<file path="src/inc/mct_pkg.sv">
// Modem control package: register map, field layout, reset values,
// mode codes and timing figures shared by the modem control block.
// Assumes a 200 MHz core clock and registers reached by 6-bit address.
package mct_pkg;

  // ****************************************************************
  // Register map
  // ****************************************************************
  localparam logic [5:0] ADDR_MODEM_CONTROL_FIRST = 6'h11;  // First modem control word
  localparam logic [5:0] ADDR_MODEM_CONTROL_SECOND = 6'h12; // Second modem control word

  // Reset images of the stored bits
  localparam logic [13:0] MC0_RESET = 14'h0AE2;
  localparam logic [10:0] MC1_RESET = 11'h500;

  // ****************************************************************
  // Field positions, first word
  // ****************************************************************
  localparam int RESERVED_FRAME_BIT = 13;   // Accept reserved frame types
  localparam int COORDINATOR_ROLE_BIT = 12; // Node is network coordinator
  localparam int ADDR_DECODE_BIT = 11;      // Address recognition enable
  localparam int MARGIN_LSB = 8;            // Clear channel margin, 3 bits
  localparam int CRITERION_LSB = 6;         // Clear channel criterion, 2 bits
  localparam int AUTO_CHECKSUM_BIT = 5;     // Append and check CRC
  localparam int AUTO_ACKNOWLEDGE_BIT = 4;  // Automatic acknowledge
  localparam int PREAMBLE_LSB = 0;          // Preamble length, 4 bits

  // ****************************************************************
  // Field positions, second word
  // ****************************************************************
  localparam int CORRELATOR_LSB = 6;        // Correlator threshold, 5 bits
  localparam int OFFSET_FILTER_BIT = 5;     // Offset filter behaviour
  localparam int PHASE_REVERSE_BIT = 4;     // Modulation phase
  localparam int TX_SOURCE_LSB = 2;         // Transmit source, 2 bits
  localparam int RX_SINK_LSB = 0;           // Receive sink, 2 bits

  // Criterion codes
  localparam logic [1:0] CRIT_STRENGTH = 2'h1;
  localparam logic [1:0] CRIT_CARRIER = 2'h2;
  localparam logic [1:0] CRIT_BOTH = 2'h3;

  // Transmit source and receive sink codes
  localparam logic [1:0] SRC_BUFFER = 2'h0;
  localparam logic [1:0] SRC_SERIAL = 2'h1;
  localparam logic [1:0] SRC_LOOP = 2'h2;
  localparam logic [1:0] SRC_RANDOM = 2'h3;
  localparam logic [1:0] SINK_BUFFER = 2'h0;
  localparam logic [1:0] SINK_SERIAL = 2'h1;
  localparam logic [1:0] SINK_LOOP = 2'h2;

  // ****************************************************************
  // Checksum and timing
  // ****************************************************************
  localparam logic [15:0] CRC_POLY_REFL = 16'h8408; // Reflected CRC-16 polynomial
  localparam logic [15:0] PRBS_SEED = 16'hFFFF;     // Nonzero start for random data
  localparam int CLK_NS = 5;                        // Core clock period
  localparam int SYMBOL_NS = 16000;                 // One symbol period
  localparam int ACK_SYMBOLS = 12;                  // Acknowledge turnaround
  localparam int ACK_DELAY_CYC = ACK_SYMBOLS * SYMBOL_NS / CLK_NS;

  // Transmit sequencer, Gray coded along the frame path
  typedef enum logic [2:0] {
    TX_IDLE = 3'h0,
    TX_PRE = 3'h1,
    TX_DATA = 3'h3,
    TX_CRCL = 3'h2,
    TX_CRCH = 3'h6
  } mct_tx_t;

  // Byte on its way to the modulator
  typedef struct packed {
    logic valid;
    logic [7:0] data;
  } mct_byte_t;

endpackage : mct_pkg

</file>
<file path="src/rtl/mct_modem_ctrl.sv">
// Modem control: two configuration words and the behaviour they select.
// Assumes a decoded register port, a signal strength estimate averaged
// over 8 symbols, an address matcher and a byte-wide receive stream.
// Summary of operation
// - Reserved frame types rejected unless acceptance set
// - Acceptance set: reserved types pass, no checks
// - Decode enable resets high; off accepts all
// - Coordinator role accepts frames without destination
// - Margin field bits 10:8, reset two
// - Criterion 1: strength hysteresis decides clear
// - Criterion 2: clear when not receiving; 0 reserved
// - Criterion 3: strength and not receiving, default
// - Auto checksum appends and checks CRC-16
// - Auto acknowledge twelve symbols after good frame
// - Preamble sends field plus one zero bytes
// - Correlator threshold gates start delimiter search
// - Offset filter freezes or updates continuously
// - Phase bit reverses modulation both directions
// - Source 0 buffer; 1 serial pins endless
// - Source 2 loops buffer; 3 random data
// - Sink 0 buffer, 1 pins, 2 loops
// - Signed threshold compared with signed estimate
module mct_modem_ctrl #(
  parameter int unsigned ACK_DELAY_CYC = mct_pkg::ACK_DELAY_CYC
) (
  input wire logic MCLK,
  input wire logic RST,
  input wire logic [5:0] REG_ADDR,
  input wire logic [15:0] REG_WDATA,
  input wire logic REG_WR,
  input wire logic REG_RD,
  output logic [15:0] REG_RDATA,
  input wire logic [7:0] SIGNAL_STRENGTH,
  input wire logic [7:0] CLEAR_THRESHOLD,
  input wire logic RX_VALID_DATA,
  output logic CLEAR_CHANNEL,
  input wire logic [4:0] CORR_VALUE,
  output logic SFD_SEARCH,
  input wire logic PREAMBLE_MATCH,
  output logic OFFSET_FREEZE,
  output logic PHASE_REVERSE,
  input wire logic [7:0] RX_BYTE,
  input wire logic RX_BYTE_VALID,
  input wire logic RX_LAST,
  input wire logic FRM_ADDR_OK,
  input wire logic FRM_NO_DEST,
  output logic FRM_ACCEPT,
  output logic FRM_REJECT,
  output logic FRM_CRC_OK,
  output logic ACK_SEND,
  output logic [7:0] RXB_DATA,
  output logic RXB_WE,
  output logic RXB_WRAP,
  input wire logic RXB_FULL,
  output logic [7:0] SER_OUT,
  output logic SER_OUT_VALID,
  input wire logic TX_START,
  input wire logic TX_ABORT,
  input wire logic [7:0] TXB_DATA,
  input wire logic TXB_VALID,
  input wire logic TXB_LAST,
  input wire logic [7:0] SER_IN,
  input wire logic SER_IN_VALID,
  output logic SRC_READY,
  output logic TXB_REWIND,
  output logic [7:0] TXO_DATA,
  output logic TXO_VALID,
  input wire logic TXO_READY
);

  // ****************************************************************
  // State and helpers
  // ****************************************************************
  typedef struct packed {
    logic [13:0] mc0;        // First control word, stored bits
    logic [10:0] mc1;        // Second control word, stored bits
    logic [15:0] rdata;      // Read answer
    logic clear;             // Clear channel indication
    logic sfd_search;        // Delimiter search allowed
    logic freeze;            // Offset filter frozen
    logic phase;             // Reversed phase
    mct_pkg::mct_tx_t tx;    // Transmit sequencer
    logic [3:0] pre_cnt;     // Preamble bytes left minus one
    logic [15:0] tx_crc;     // Transmit checksum or random state
    logic [15:0] rx_crc;     // Receive checksum
    logic rx_first;          // Next byte opens a frame
    logic [2:0] ftype;       // Captured frame type
    logic ack_req;           // Captured acknowledge request
    logic accept;            // Frame passed filtering
    logic reject;            // Frame refused by filtering
    logic crc_ok;            // Frame checksum good
    logic ack_pend;          // Acknowledge timer running
    logic [15:0] ack_cnt;    // Acknowledge countdown
    logic ack_send;          // Acknowledge pulse
    logic [7:0] rxb_data;    // Byte to receive buffer
    logic rxb_we;            // Receive buffer write
    logic rxb_wrap;          // Cyclic receive buffer
    logic [7:0] ser_out;     // Byte to serial pins
    logic ser_vld;           // Serial byte strobe
    logic room;              // Output buffer has room this cycle
    logic src_rdy;           // Source may hand over a byte
    logic rewind;            // Loop mode restart pulse
  } mct_state_t;

  mct_state_t s_ff;
  mct_state_t nxt_s;
  mct_pkg::mct_byte_t push;       // Byte into output buffer
  logic buf_ready;                // Room as the buffer itself sees it
  logic [1:0] buf_cnt;            // Words in output buffer
  logic signed [8:0] strength;    // Sign extended estimate
  logic signed [8:0] thr;         // Sign extended threshold
  logic signed [8:0] thr_low;     // Threshold minus margin
  logic below;                    // Under the lower edge
  logic above;                    // At or over threshold
  logic [2:0] ftype_now;          // Frame type of this frame
  logic [2:0] nxt_cnt;            // Buffer fill next cycle
  logic take;                     // Source byte taken

  // Field views
  wire logic res_accept = s_ff.mc0[mct_pkg::RESERVED_FRAME_BIT];
  wire logic coord = s_ff.mc0[mct_pkg::COORDINATOR_ROLE_BIT];
  wire logic adr_dec = s_ff.mc0[mct_pkg::ADDR_DECODE_BIT];
  wire logic [2:0] margin = s_ff.mc0[mct_pkg::MARGIN_LSB +: 3];
  wire logic [1:0] crit = s_ff.mc0[mct_pkg::CRITERION_LSB +: 2];
  wire logic auto_crc = s_ff.mc0[mct_pkg::AUTO_CHECKSUM_BIT];
  wire logic auto_ack = s_ff.mc0[mct_pkg::AUTO_ACKNOWLEDGE_BIT];
  wire logic [3:0] pre_len = s_ff.mc0[mct_pkg::PREAMBLE_LSB +: 4];
  wire logic [4:0] correlator_threshold = s_ff.mc1[mct_pkg::CORRELATOR_LSB +: 5];
  wire logic [1:0] src = s_ff.mc1[mct_pkg::TX_SOURCE_LSB +: 2];
  wire logic [1:0] sink = s_ff.mc1[mct_pkg::RX_SINK_LSB +: 2];

  // One byte through the reflected CRC-16, least significant bit first
  function automatic logic [15:0] crc_byte(input logic [15:0] c, input logic [7:0] d);
    logic [15:0] r;
    r = c;
    for (int i = 0; i < 8; i++)
    begin
      r = (r[0] ^ d[i]) ? ((r >> 1) ^ mct_pkg::CRC_POLY_REFL) : (r >> 1);
    end
    return r;
  endfunction : crc_byte

  // Read image of one address; unmapped reads zero
  function automatic logic [15:0] read_word(input logic [5:0] a, input mct_state_t st);
    logic [15:0] r;
    r = 16'h0000;
    if (a == mct_pkg::ADDR_MODEM_CONTROL_FIRST)
      r = {2'h0, st.mc0};
    else if (a == mct_pkg::ADDR_MODEM_CONTROL_SECOND)
      r = {5'h00, st.mc1};
    return r;
  endfunction : read_word

  // Signed comparisons on one extra bit so the margin cannot wrap
  assign strength = $signed({SIGNAL_STRENGTH[7], SIGNAL_STRENGTH});
  assign thr = $signed({CLEAR_THRESHOLD[7], CLEAR_THRESHOLD});
  assign thr_low = thr - $signed({6'h00, margin});
  assign below = strength < thr_low;
  assign above = strength >= thr;
  assign ftype_now = s_ff.rx_first ? RX_BYTE[2:0] : s_ff.ftype;

  // ****************************************************************
  // Next state
  // ****************************************************************
  always_comb
  begin
    nxt_s = s_ff;
    push = '0;
    take = 1'b0;
    nxt_s.accept = 1'b0;
    nxt_s.reject = 1'b0;
    nxt_s.ack_send = 1'b0;
    nxt_s.rxb_we = 1'b0;
    nxt_s.ser_vld = 1'b0;
    nxt_s.rewind = 1'b0;

    // Register port; unused upper bits are simply not stored
    if (REG_WR && REG_ADDR == mct_pkg::ADDR_MODEM_CONTROL_FIRST)
      nxt_s.mc0 = REG_WDATA[13:0];
    if (REG_WR && REG_ADDR == mct_pkg::ADDR_MODEM_CONTROL_SECOND)
      nxt_s.mc1 = REG_WDATA[10:0];
    if (REG_RD)
      nxt_s.rdata = read_word(REG_ADDR, s_ff);

    // Clear channel; the band between edges keeps the old value
    unique case (crit)
      mct_pkg::CRIT_STRENGTH:
        if (above)
          nxt_s.clear = 1'b0;
        else if (below)
          nxt_s.clear = 1'b1;
      mct_pkg::CRIT_CARRIER:
        nxt_s.clear = !RX_VALID_DATA;
      mct_pkg::CRIT_BOTH:
        if (above || RX_VALID_DATA)
          nxt_s.clear = 1'b0;
        else if (below)
          nxt_s.clear = 1'b1;
      2'h0:
        nxt_s.clear = s_ff.clear;  // Reserved code holds
    endcase

    // Demodulator controls
    nxt_s.sfd_search = CORR_VALUE >= correlator_threshold;
    nxt_s.freeze = !s_ff.mc1[mct_pkg::OFFSET_FILTER_BIT] && PREAMBLE_MATCH;
    nxt_s.phase = s_ff.mc1[mct_pkg::PHASE_REVERSE_BIT];

    // Acknowledge countdown; a new frame below that earns an acknowledge restarts it
    if (s_ff.ack_pend)
    begin
      if (s_ff.ack_cnt == 16'h0000)
      begin
        nxt_s.ack_send = 1'b1;
        nxt_s.ack_pend = 1'b0;
      end
      else
        nxt_s.ack_cnt = s_ff.ack_cnt - 16'h0001;
    end

    // Receive path: checksum, frame header, sink
    if (RX_BYTE_VALID)
    begin
      nxt_s.rx_crc = crc_byte(s_ff.rx_crc, RX_BYTE);
      nxt_s.rx_first = 1'b0;
      if (s_ff.rx_first)
      begin
        nxt_s.ftype = RX_BYTE[2:0];
        nxt_s.ack_req = RX_BYTE[5];
      end
      unique case (sink)
        mct_pkg::SINK_BUFFER:
        begin
          nxt_s.rxb_data = RX_BYTE;
          nxt_s.rxb_we = !RXB_FULL;
        end
        mct_pkg::SINK_SERIAL:
        begin
          nxt_s.ser_out = RX_BYTE;
          nxt_s.ser_vld = 1'b1;
        end
        mct_pkg::SINK_LOOP:
        begin
          nxt_s.rxb_data = RX_BYTE;  // Overflow ignored
          nxt_s.rxb_we = 1'b1;
        end
        2'h3:
          nxt_s.rxb_we = 1'b0;       // Reserved sink drops data
      endcase
      if (RX_LAST)
      begin
        nxt_s.rx_first = 1'b1;
        nxt_s.rx_crc = 16'h0000;
        nxt_s.crc_ok = crc_byte(s_ff.rx_crc, RX_BYTE) == 16'h0000;
        if (!adr_dec)
          nxt_s.accept = 1'b1;
        else if (ftype_now[2])
          nxt_s.accept = res_accept;
        else if (FRM_NO_DEST)
          nxt_s.accept = coord;
        else
          nxt_s.accept = FRM_ADDR_OK;
        nxt_s.reject = !nxt_s.accept;
        if (auto_ack && auto_crc && nxt_s.accept && nxt_s.crc_ok
            && (s_ff.rx_first ? RX_BYTE[5] : s_ff.ack_req))
        begin
          nxt_s.ack_pend = 1'b1;
          nxt_s.ack_cnt = 16'(ACK_DELAY_CYC - 1);
        end
      end
    end
    nxt_s.rxb_wrap = (sink == mct_pkg::SINK_LOOP);

    // Transmit sequencer; every push waits for room in the buffer
    unique case (s_ff.tx)
      mct_pkg::TX_IDLE:
        if (TX_START)
        begin
          if (src == mct_pkg::SRC_BUFFER)
          begin
            nxt_s.tx = mct_pkg::TX_PRE;
            nxt_s.pre_cnt = pre_len;
            nxt_s.tx_crc = 16'h0000;
          end
          else
          begin
            nxt_s.tx = mct_pkg::TX_DATA;         // Test modes run endless
            nxt_s.tx_crc = mct_pkg::PRBS_SEED;
          end
        end
      mct_pkg::TX_PRE:
        if (s_ff.room)
        begin
          push = '{valid: 1'b1, data: 8'h00};
          if (s_ff.pre_cnt == 4'h0)
            nxt_s.tx = mct_pkg::TX_DATA;
          else
            nxt_s.pre_cnt = s_ff.pre_cnt - 4'h1;
        end
      mct_pkg::TX_DATA:
        unique case (src)
          mct_pkg::SRC_BUFFER:
            if (TXB_VALID && s_ff.src_rdy)
            begin
              take = 1'b1;
              push = '{valid: 1'b1, data: TXB_DATA};
              nxt_s.tx_crc = crc_byte(s_ff.tx_crc, TXB_DATA);
              if (TXB_LAST)
                nxt_s.tx = auto_crc ? mct_pkg::TX_CRCL : mct_pkg::TX_IDLE;
            end
          mct_pkg::SRC_SERIAL:
            if (SER_IN_VALID && s_ff.src_rdy)
              push = '{valid: 1'b1, data: SER_IN};
          mct_pkg::SRC_LOOP:
            if (s_ff.room)
            begin
              take = TXB_VALID;                   // Underflow sends zero
              push = '{valid: 1'b1, data: TXB_VALID ? TXB_DATA : 8'h00};
              nxt_s.rewind = TXB_VALID && TXB_LAST;
            end
          mct_pkg::SRC_RANDOM:
            if (s_ff.room)
            begin
              push = '{valid: 1'b1, data: s_ff.tx_crc[7:0]};
              nxt_s.tx_crc = crc_byte(s_ff.tx_crc, 8'h00);
            end
        endcase
      mct_pkg::TX_CRCL:
        if (s_ff.room)
        begin
          push = '{valid: 1'b1, data: s_ff.tx_crc[7:0]};
          nxt_s.tx = mct_pkg::TX_CRCH;
        end
      mct_pkg::TX_CRCH:
        if (s_ff.room)
        begin
          push = '{valid: 1'b1, data: s_ff.tx_crc[15:8]};
          nxt_s.tx = mct_pkg::TX_IDLE;
        end
      default:
        nxt_s.tx = mct_pkg::TX_IDLE;
    endcase
    if (TX_ABORT)
      nxt_s.tx = mct_pkg::TX_IDLE;

    // Room is judged one cycle ahead so the ready output is a flop
    nxt_cnt = 3'({1'b0, buf_cnt} + {2'h0, push.valid} - {2'h0, TXO_VALID && TXO_READY});
    nxt_s.room = nxt_cnt < 3'h2;
    nxt_s.src_rdy = nxt_s.room && nxt_s.tx == mct_pkg::TX_DATA
                    && src != mct_pkg::SRC_RANDOM;
  end

  // Register stage
  always_ff @(posedge MCLK)
  begin
    if (RST)
    begin
      s_ff <= '0;
      s_ff.mc0 <= mct_pkg::MC0_RESET;
      s_ff.mc1 <= mct_pkg::MC1_RESET;
      s_ff.rx_first <= 1'b1;
      s_ff.tx <= mct_pkg::TX_IDLE;
    end
    else
      s_ff <= nxt_s;
  end

  // Output buffer toward the modulator
  mct_pair_buf #(.W(8), .DEPTH(2)) u_out_buf (
    .clk(MCLK),
    .rst(RST),
    .in_valid(push.valid),
    .in_data(push.data),
    .in_ready(buf_ready),
    .out_valid(TXO_VALID),
    .out_data(TXO_DATA),
    .out_ready(TXO_READY),
    .count(buf_cnt)
  );

  assign REG_RDATA = s_ff.rdata;
  assign CLEAR_CHANNEL = s_ff.clear;
  assign SFD_SEARCH = s_ff.sfd_search;
  assign OFFSET_FREEZE = s_ff.freeze;
  assign PHASE_REVERSE = s_ff.phase;
  assign FRM_ACCEPT = s_ff.accept;
  assign FRM_REJECT = s_ff.reject;
  assign FRM_CRC_OK = s_ff.crc_ok;
  assign ACK_SEND = s_ff.ack_send;
  assign RXB_DATA = s_ff.rxb_data;
  assign RXB_WE = s_ff.rxb_we;
  assign RXB_WRAP = s_ff.rxb_wrap;
  assign SER_OUT = s_ff.ser_out;
  assign SER_OUT_VALID = s_ff.ser_vld;
  assign SRC_READY = s_ff.src_rdy;
  assign TXB_REWIND = s_ff.rewind;

  wire logic last_in = RX_BYTE_VALID && RX_LAST;
endmodule : mct_modem_ctrl

</file>
<file path="src/rtl/mct_pair_buf.sv">
// Small valid/ready buffer between the transmit sequencer and modulator.
// Assumes the receiver may stall at any time; no word is lost.
module mct_pair_buf #(
  parameter int W = 8,
  parameter int DEPTH = 2
) (
  input wire logic clk,
  input wire logic rst,
  input wire logic in_valid,
  input wire logic [W-1:0] in_data,
  output logic in_ready,
  output logic out_valid,
  output logic [W-1:0] out_data,
  input wire logic out_ready,
  output logic [$clog2(DEPTH+1)-1:0] count
);

  localparam int PW = $clog2(DEPTH);
  localparam int CW = $clog2(DEPTH+1);

  // ****************************************************************
  // State
  // ****************************************************************
  typedef struct packed {
    logic [DEPTH-1:0][W-1:0] mem; // Storage slots
    logic [PW-1:0] wr;            // Write slot
    logic [PW-1:0] rd;            // Read slot
    logic [CW-1:0] cnt;           // Words held
  } mct_buf_t;

  mct_buf_t s_ff;
  mct_buf_t nxt_s;
  logic push;
  logic pop;

  // Next state: push when not full, pop when receiver takes
  always_comb
  begin
    nxt_s = s_ff;
    push = in_valid && (s_ff.cnt != CW'(DEPTH));
    pop = (s_ff.cnt != '0) && out_ready;
    if (push)
    begin
      nxt_s.mem[s_ff.wr] = in_data;
      nxt_s.wr = (s_ff.wr == PW'(DEPTH-1)) ? '0 : PW'(s_ff.wr + 1'b1);
    end
    if (pop)
    begin
      nxt_s.rd = (s_ff.rd == PW'(DEPTH-1)) ? '0 : PW'(s_ff.rd + 1'b1);
    end
    nxt_s.cnt = CW'(s_ff.cnt + CW'(push) - CW'(pop));
  end

  // Register stage
  always_ff @(posedge clk)
  begin
    if (rst)
      s_ff <= '0;
    else
      s_ff <= nxt_s;
  end

  assign in_ready = (s_ff.cnt != CW'(DEPTH));
  assign out_valid = (s_ff.cnt != '0);
  assign out_data = s_ff.mem[s_ff.rd];
  assign count = s_ff.cnt;

endmodule : mct_pair_buf

</file>
<file path="config.mk">
export PLATFORM = sky130hd
export DESIGN_NAME = mct_modem_ctrl
export DESIGN_NICKNAME = d
export VERILOG_FILES = /design/src/inc/mct_pkg.sv /design/src/rtl/mct_modem_ctrl.sv /design/src/rtl/mct_pair_buf.sv
export SDC_FILE = /design/constraint.sdc
export NUM_CORES = 1
export LEC_CHECK = 0
export CAP_MARGIN = 5
export CORE_ASPECT_RATIO = 0.75
export CORE_MARGIN = 5
export CORE_UTILIZATION = 42
export DETAILED_ROUTE_END_ITERATION = 7
export DONT_BUFFER_PORTS = 1
export SLEW_MARGIN = 20
export SYNTH_ARGS = -nofsm -noshare
export SYNTH_HDL_FRONTEND = slang
export SYNTH_SLANG_ARGS = --single-unit
</file>
<file path="constraint.sdc">
create_clock -name MCLK -period 8.1 [get_ports MCLK]
set_clock_uncertainty 0.15 [all_clocks]
set_input_delay 0.81 -clock MCLK [delete_from_list [all_inputs] [get_ports MCLK]]
set_output_delay 0.81 -clock MCLK [all_outputs]
set_load 0.005 [all_outputs]
</file>
==> flow_metrics.env <==
export IMPL_startpoint_type="flop"
export IMPL_min_from="s_ff[46]"
export IMPL_min_path_cells=2
export IMPL_hpwl_mm=13.4
export IMPL_muxShareOfSynthArea_pct=5.06
export IMPL_placementRows=43
export IMPL_crit_type="reg2reg"
export IMPL_cp_end_kind="flop"
export IMPL_cts_root_buffer="clkbuf_16"
export IMPL_die_h_um=129
export IMPL_synthSimpleGateAreaFrac_pct=19.8
export IMPL_status="completed"
export IMPL_slowest_stage="and3b_1"
export IMPL_core_um2=18500
export IMPL_min_to="s_ff[46]"
export IMPL_antenna_found_initial=0
export IMPL_r2r_start="s_ff[86]"
export IMPL_syn_to_final_growth_pct=6.36
export IMPL_synth_top_area_share_pct=37.4
export IMPL_dp_cells=1103
export IMPL_postRouteAntennaNets=0
export IMPL_finalPower_mw=1.84
export IMPL_post_cts_setup_buffer_count=0
export IMPL_post_route_drc_count=0
export IMPL_utilization_pct=45.6
export IMPL_globalplace_congestion=0.870
export IMPL_cp_data_required_time_ps=8220
export IMPL_cts_buffers=17
export IMPL_timing_final_crit_share_pct=44.5
export IMPL_ys_types=61
export IMPL_fillers=1840
export IMPL_setup_viol=0
export IMPL_post_drt_wl_per_cell_um=16.9
export IMPL_layout_nets=995
export IMPL_grt_util_all_layers_pct=17.5
export IMPL_final_cells=1135
export IMPL_multiInputGateArea_um2=4430
export IMPL_clock_path_buffers=2
export IMPL_synth_edf_count=0
export IMPL_worstReg2RegEnd="SRC_READY"
export IMPL_cp_cell_sequence="and3b_1 -> o21ai_2 -> o21a_1 -> nor2_1 -> fa_1 -> nor3_1 -> nand2_1 -> nor4_1"
export IMPL_path_delay_family="simple AND/OR/NAND/NOR gates"
export IMPL_clk_latency_ps=420
export IMPL_die_w_um=169
export IMPL_finalMaxSlewViolations=0
export IMPL_initial_core_util_pct=42.8
export IMPL_period_needed_ps=3600
export IMPL_routed_via_density=5.43
export IMPL_hold_viol=0
export IMPL_grt_max_degree=143
export IMPL_synth_xor_area_share_pct=8.90
export IMPL_synth_area_um2=7930
export IMPL_crit_path_max_incr_delay_ps=820
export IMPL_ys_ff_latch=148
export IMPL_hold_buffers=0
export IMPL_grt_pass1_wl_mm=30.9
export IMPL_firstDrtPassIters=5
export IMPL_post_cts_resized=0
export IMPL_cap_viol_max_count=0
export IMPL_portBuffers=0
export IMPL_synth_flop_cell="dfxtp_1"
export IMPL_synth_compound_area_share_pct=16.0
export IMPL_routed_wl_mm=19.2
export IMPL_grt_setup_unrepaired="false"
export IMPL_crit_arrival_ps=3730
export IMPL_async_flop_share_pct=0
export IMPL_drive_gt1_share_pct=6.87
export IMPL_syn_inst=934
export IMPL_ir_drop_v=0.000107
export IMPL_htree_levels=4
export IMPL_synth_top_area_cell="dfxtp_1"
export IMPL_powerDensity_nw_per_um2=218
export IMPL_fmax_mhz=277
export IMPL_finalSetupTns_ps=0
export IMPL_ys_top_cells_by_count="148 x dfxtp_1, 99 x nor2_1, 96 x nand2_1, 74 x a21oi_1, 50 x xnor2_1"
export IMPL_yosysWarnings=0
export IMPL_path_buf_inv=0
export IMPL_tightest_slew_ps=967
export IMPL_clk_pin_slew_ps=60
export IMPL_path_max_fanout=17
export IMPL_r2r_cells=8
export IMPL_p_leak_nw=3.30
export IMPL_clock_sinks=148
export IMPL_layout_area_seq_um2=2960
export IMPL_syn_avg_cell_area_um2=8.49
export IMPL_diodes=0
export IMPL_synth_top_family_by_area="simple AND/OR/NAND/NOR gates"
export IMPL_dieArea_um2=21800
export IMPL_grt_pass1_vias=5759
export IMPL_overflow=0
export IMPL_synth_most_common_cell="dfxtp_1"
export IMPL_synth_top_cells_by_area="dfxtp_1 37%, xnor2_1 5.5%, ha_1 5.4%"
export IMPL_cts_tree="yes"
export IMPL_reg2reg_slack_ps=4500
export IMPL_slew_headroom_pct=35.3
export IMPL_dr_total_vias=6158
export IMPL_yosysSeqAreaShare_pct=37.4
export IMPL_drt_iter0_markers=420
export IMPL_io_pins=138
export IMPL_synth_adder_area_share_pct=5.87
export IMPL_hp_class="reg2reg"
-- placed cells by master (no fill, tap or decap), types with 30 or more instances in the layout --
cell type,instances
dfxtp_1,148
nor2_1,99
nand2_1,96
a21oi_1,74
xnor2_1,50
nor3_1,41
ha_1,34
a22oi_1,33
inv_1,31
mux2i_1,30
-- through the flow --
stage | instance area [um^2] | hold slack, ps | setup slack (ps)
3_3_place_gp | 7840 | 290 | 4520
2_1_floorplan | 7930 | 272 | 4940
5_1_grt | 8430 | 286 | 4370
3_5_place_dp | 7840 | 291 | 4480
4_1_cts | 8430 | 289 | 4570
6_report | 8430 | 303 | 4500
-- layout make-up --
type | instances | area share, %
multi-input cells | 673 | 52.5
flip-flops and latches | 148 | 35.1
clock buffers | 20 | 5.41
well taps | 247 | 3.66
clock inverters | 12 | 1.60
inverters | 32 | 1.42
repair buffers | 3 | 0.267
-- layer usage --
layer | up-vias | part of all wire (%) | GRT usage (%)
li1 | 3089 | - | -
met1 | 2892 | 49 | 25.2
met2 | 163 | 43 | 25.3
met3 | 14 | 6.9 | 5.41
met4 | 0 | 0.98 | 4.68
met5 | - | 0 | 0
-- worst max path at each step --
| stage | from | to | slack (ps) | depth (start not counted) |
|---|---|---|---|---|
| floorplan | CLEAR_THRESHOLD[0] | CLEAR_CHANNEL | 4940 | 13 |
| global placement | CLEAR_THRESHOLD[0] | CLEAR_CHANNEL | 4520 | 13 |
| detailed placement | CLEAR_THRESHOLD[0] | CLEAR_CHANNEL | 4480 | 13 |
| CTS | s_ff[86] | SRC_READY | 4570 | 8 |
| global route | s_ff[86] | SRC_READY | 4370 | 8 |
| finish | s_ff[86] | SRC_READY | 4500 | 8 |
-- flip-flops by register name, indices dropped and copies added (netlist names), 2 cells and up --
register and cells:
u_out_buf.s_ff 18, crit 2, REG_RDATA 14, u_out_buf.count 2, RXB_DATA 8, s_ff 65, pre_len 4, margin 3
correlator_threshold 5, SER_OUT 8
-- power breakdown --
part	switching, mW	total [mW]	internal, mW
Clock	0.340	0.793	0.453
Combinational	0.128	0.243	0.115
Sequential	0.0469	0.805	0.758
-- worst min-delay path, stage by stage, from the launching register on --
cell and delay, ps:
dfxtp_1 300, nand2_1 50, a21oi_1 50
-- cells by family (layout without fill, tap and decap cells) --
| logic type | after synthesis | after routing |
|---|---|---|
| AOI/OAI and AO/OA | 189 | 189 |
| xor gates and xnor gates | 78 | 78 |
| adders and majority gates | 36 | 36 |
| buffers and inverters | 114 | 67 |
| DFF | 148 | 148 |
| muxes | 39 | 39 |
| other | 1 | 2 |
| and+or+nand+nor | 329 | 329 |
No activity file was read; power rests on OpenSTA's default activity.
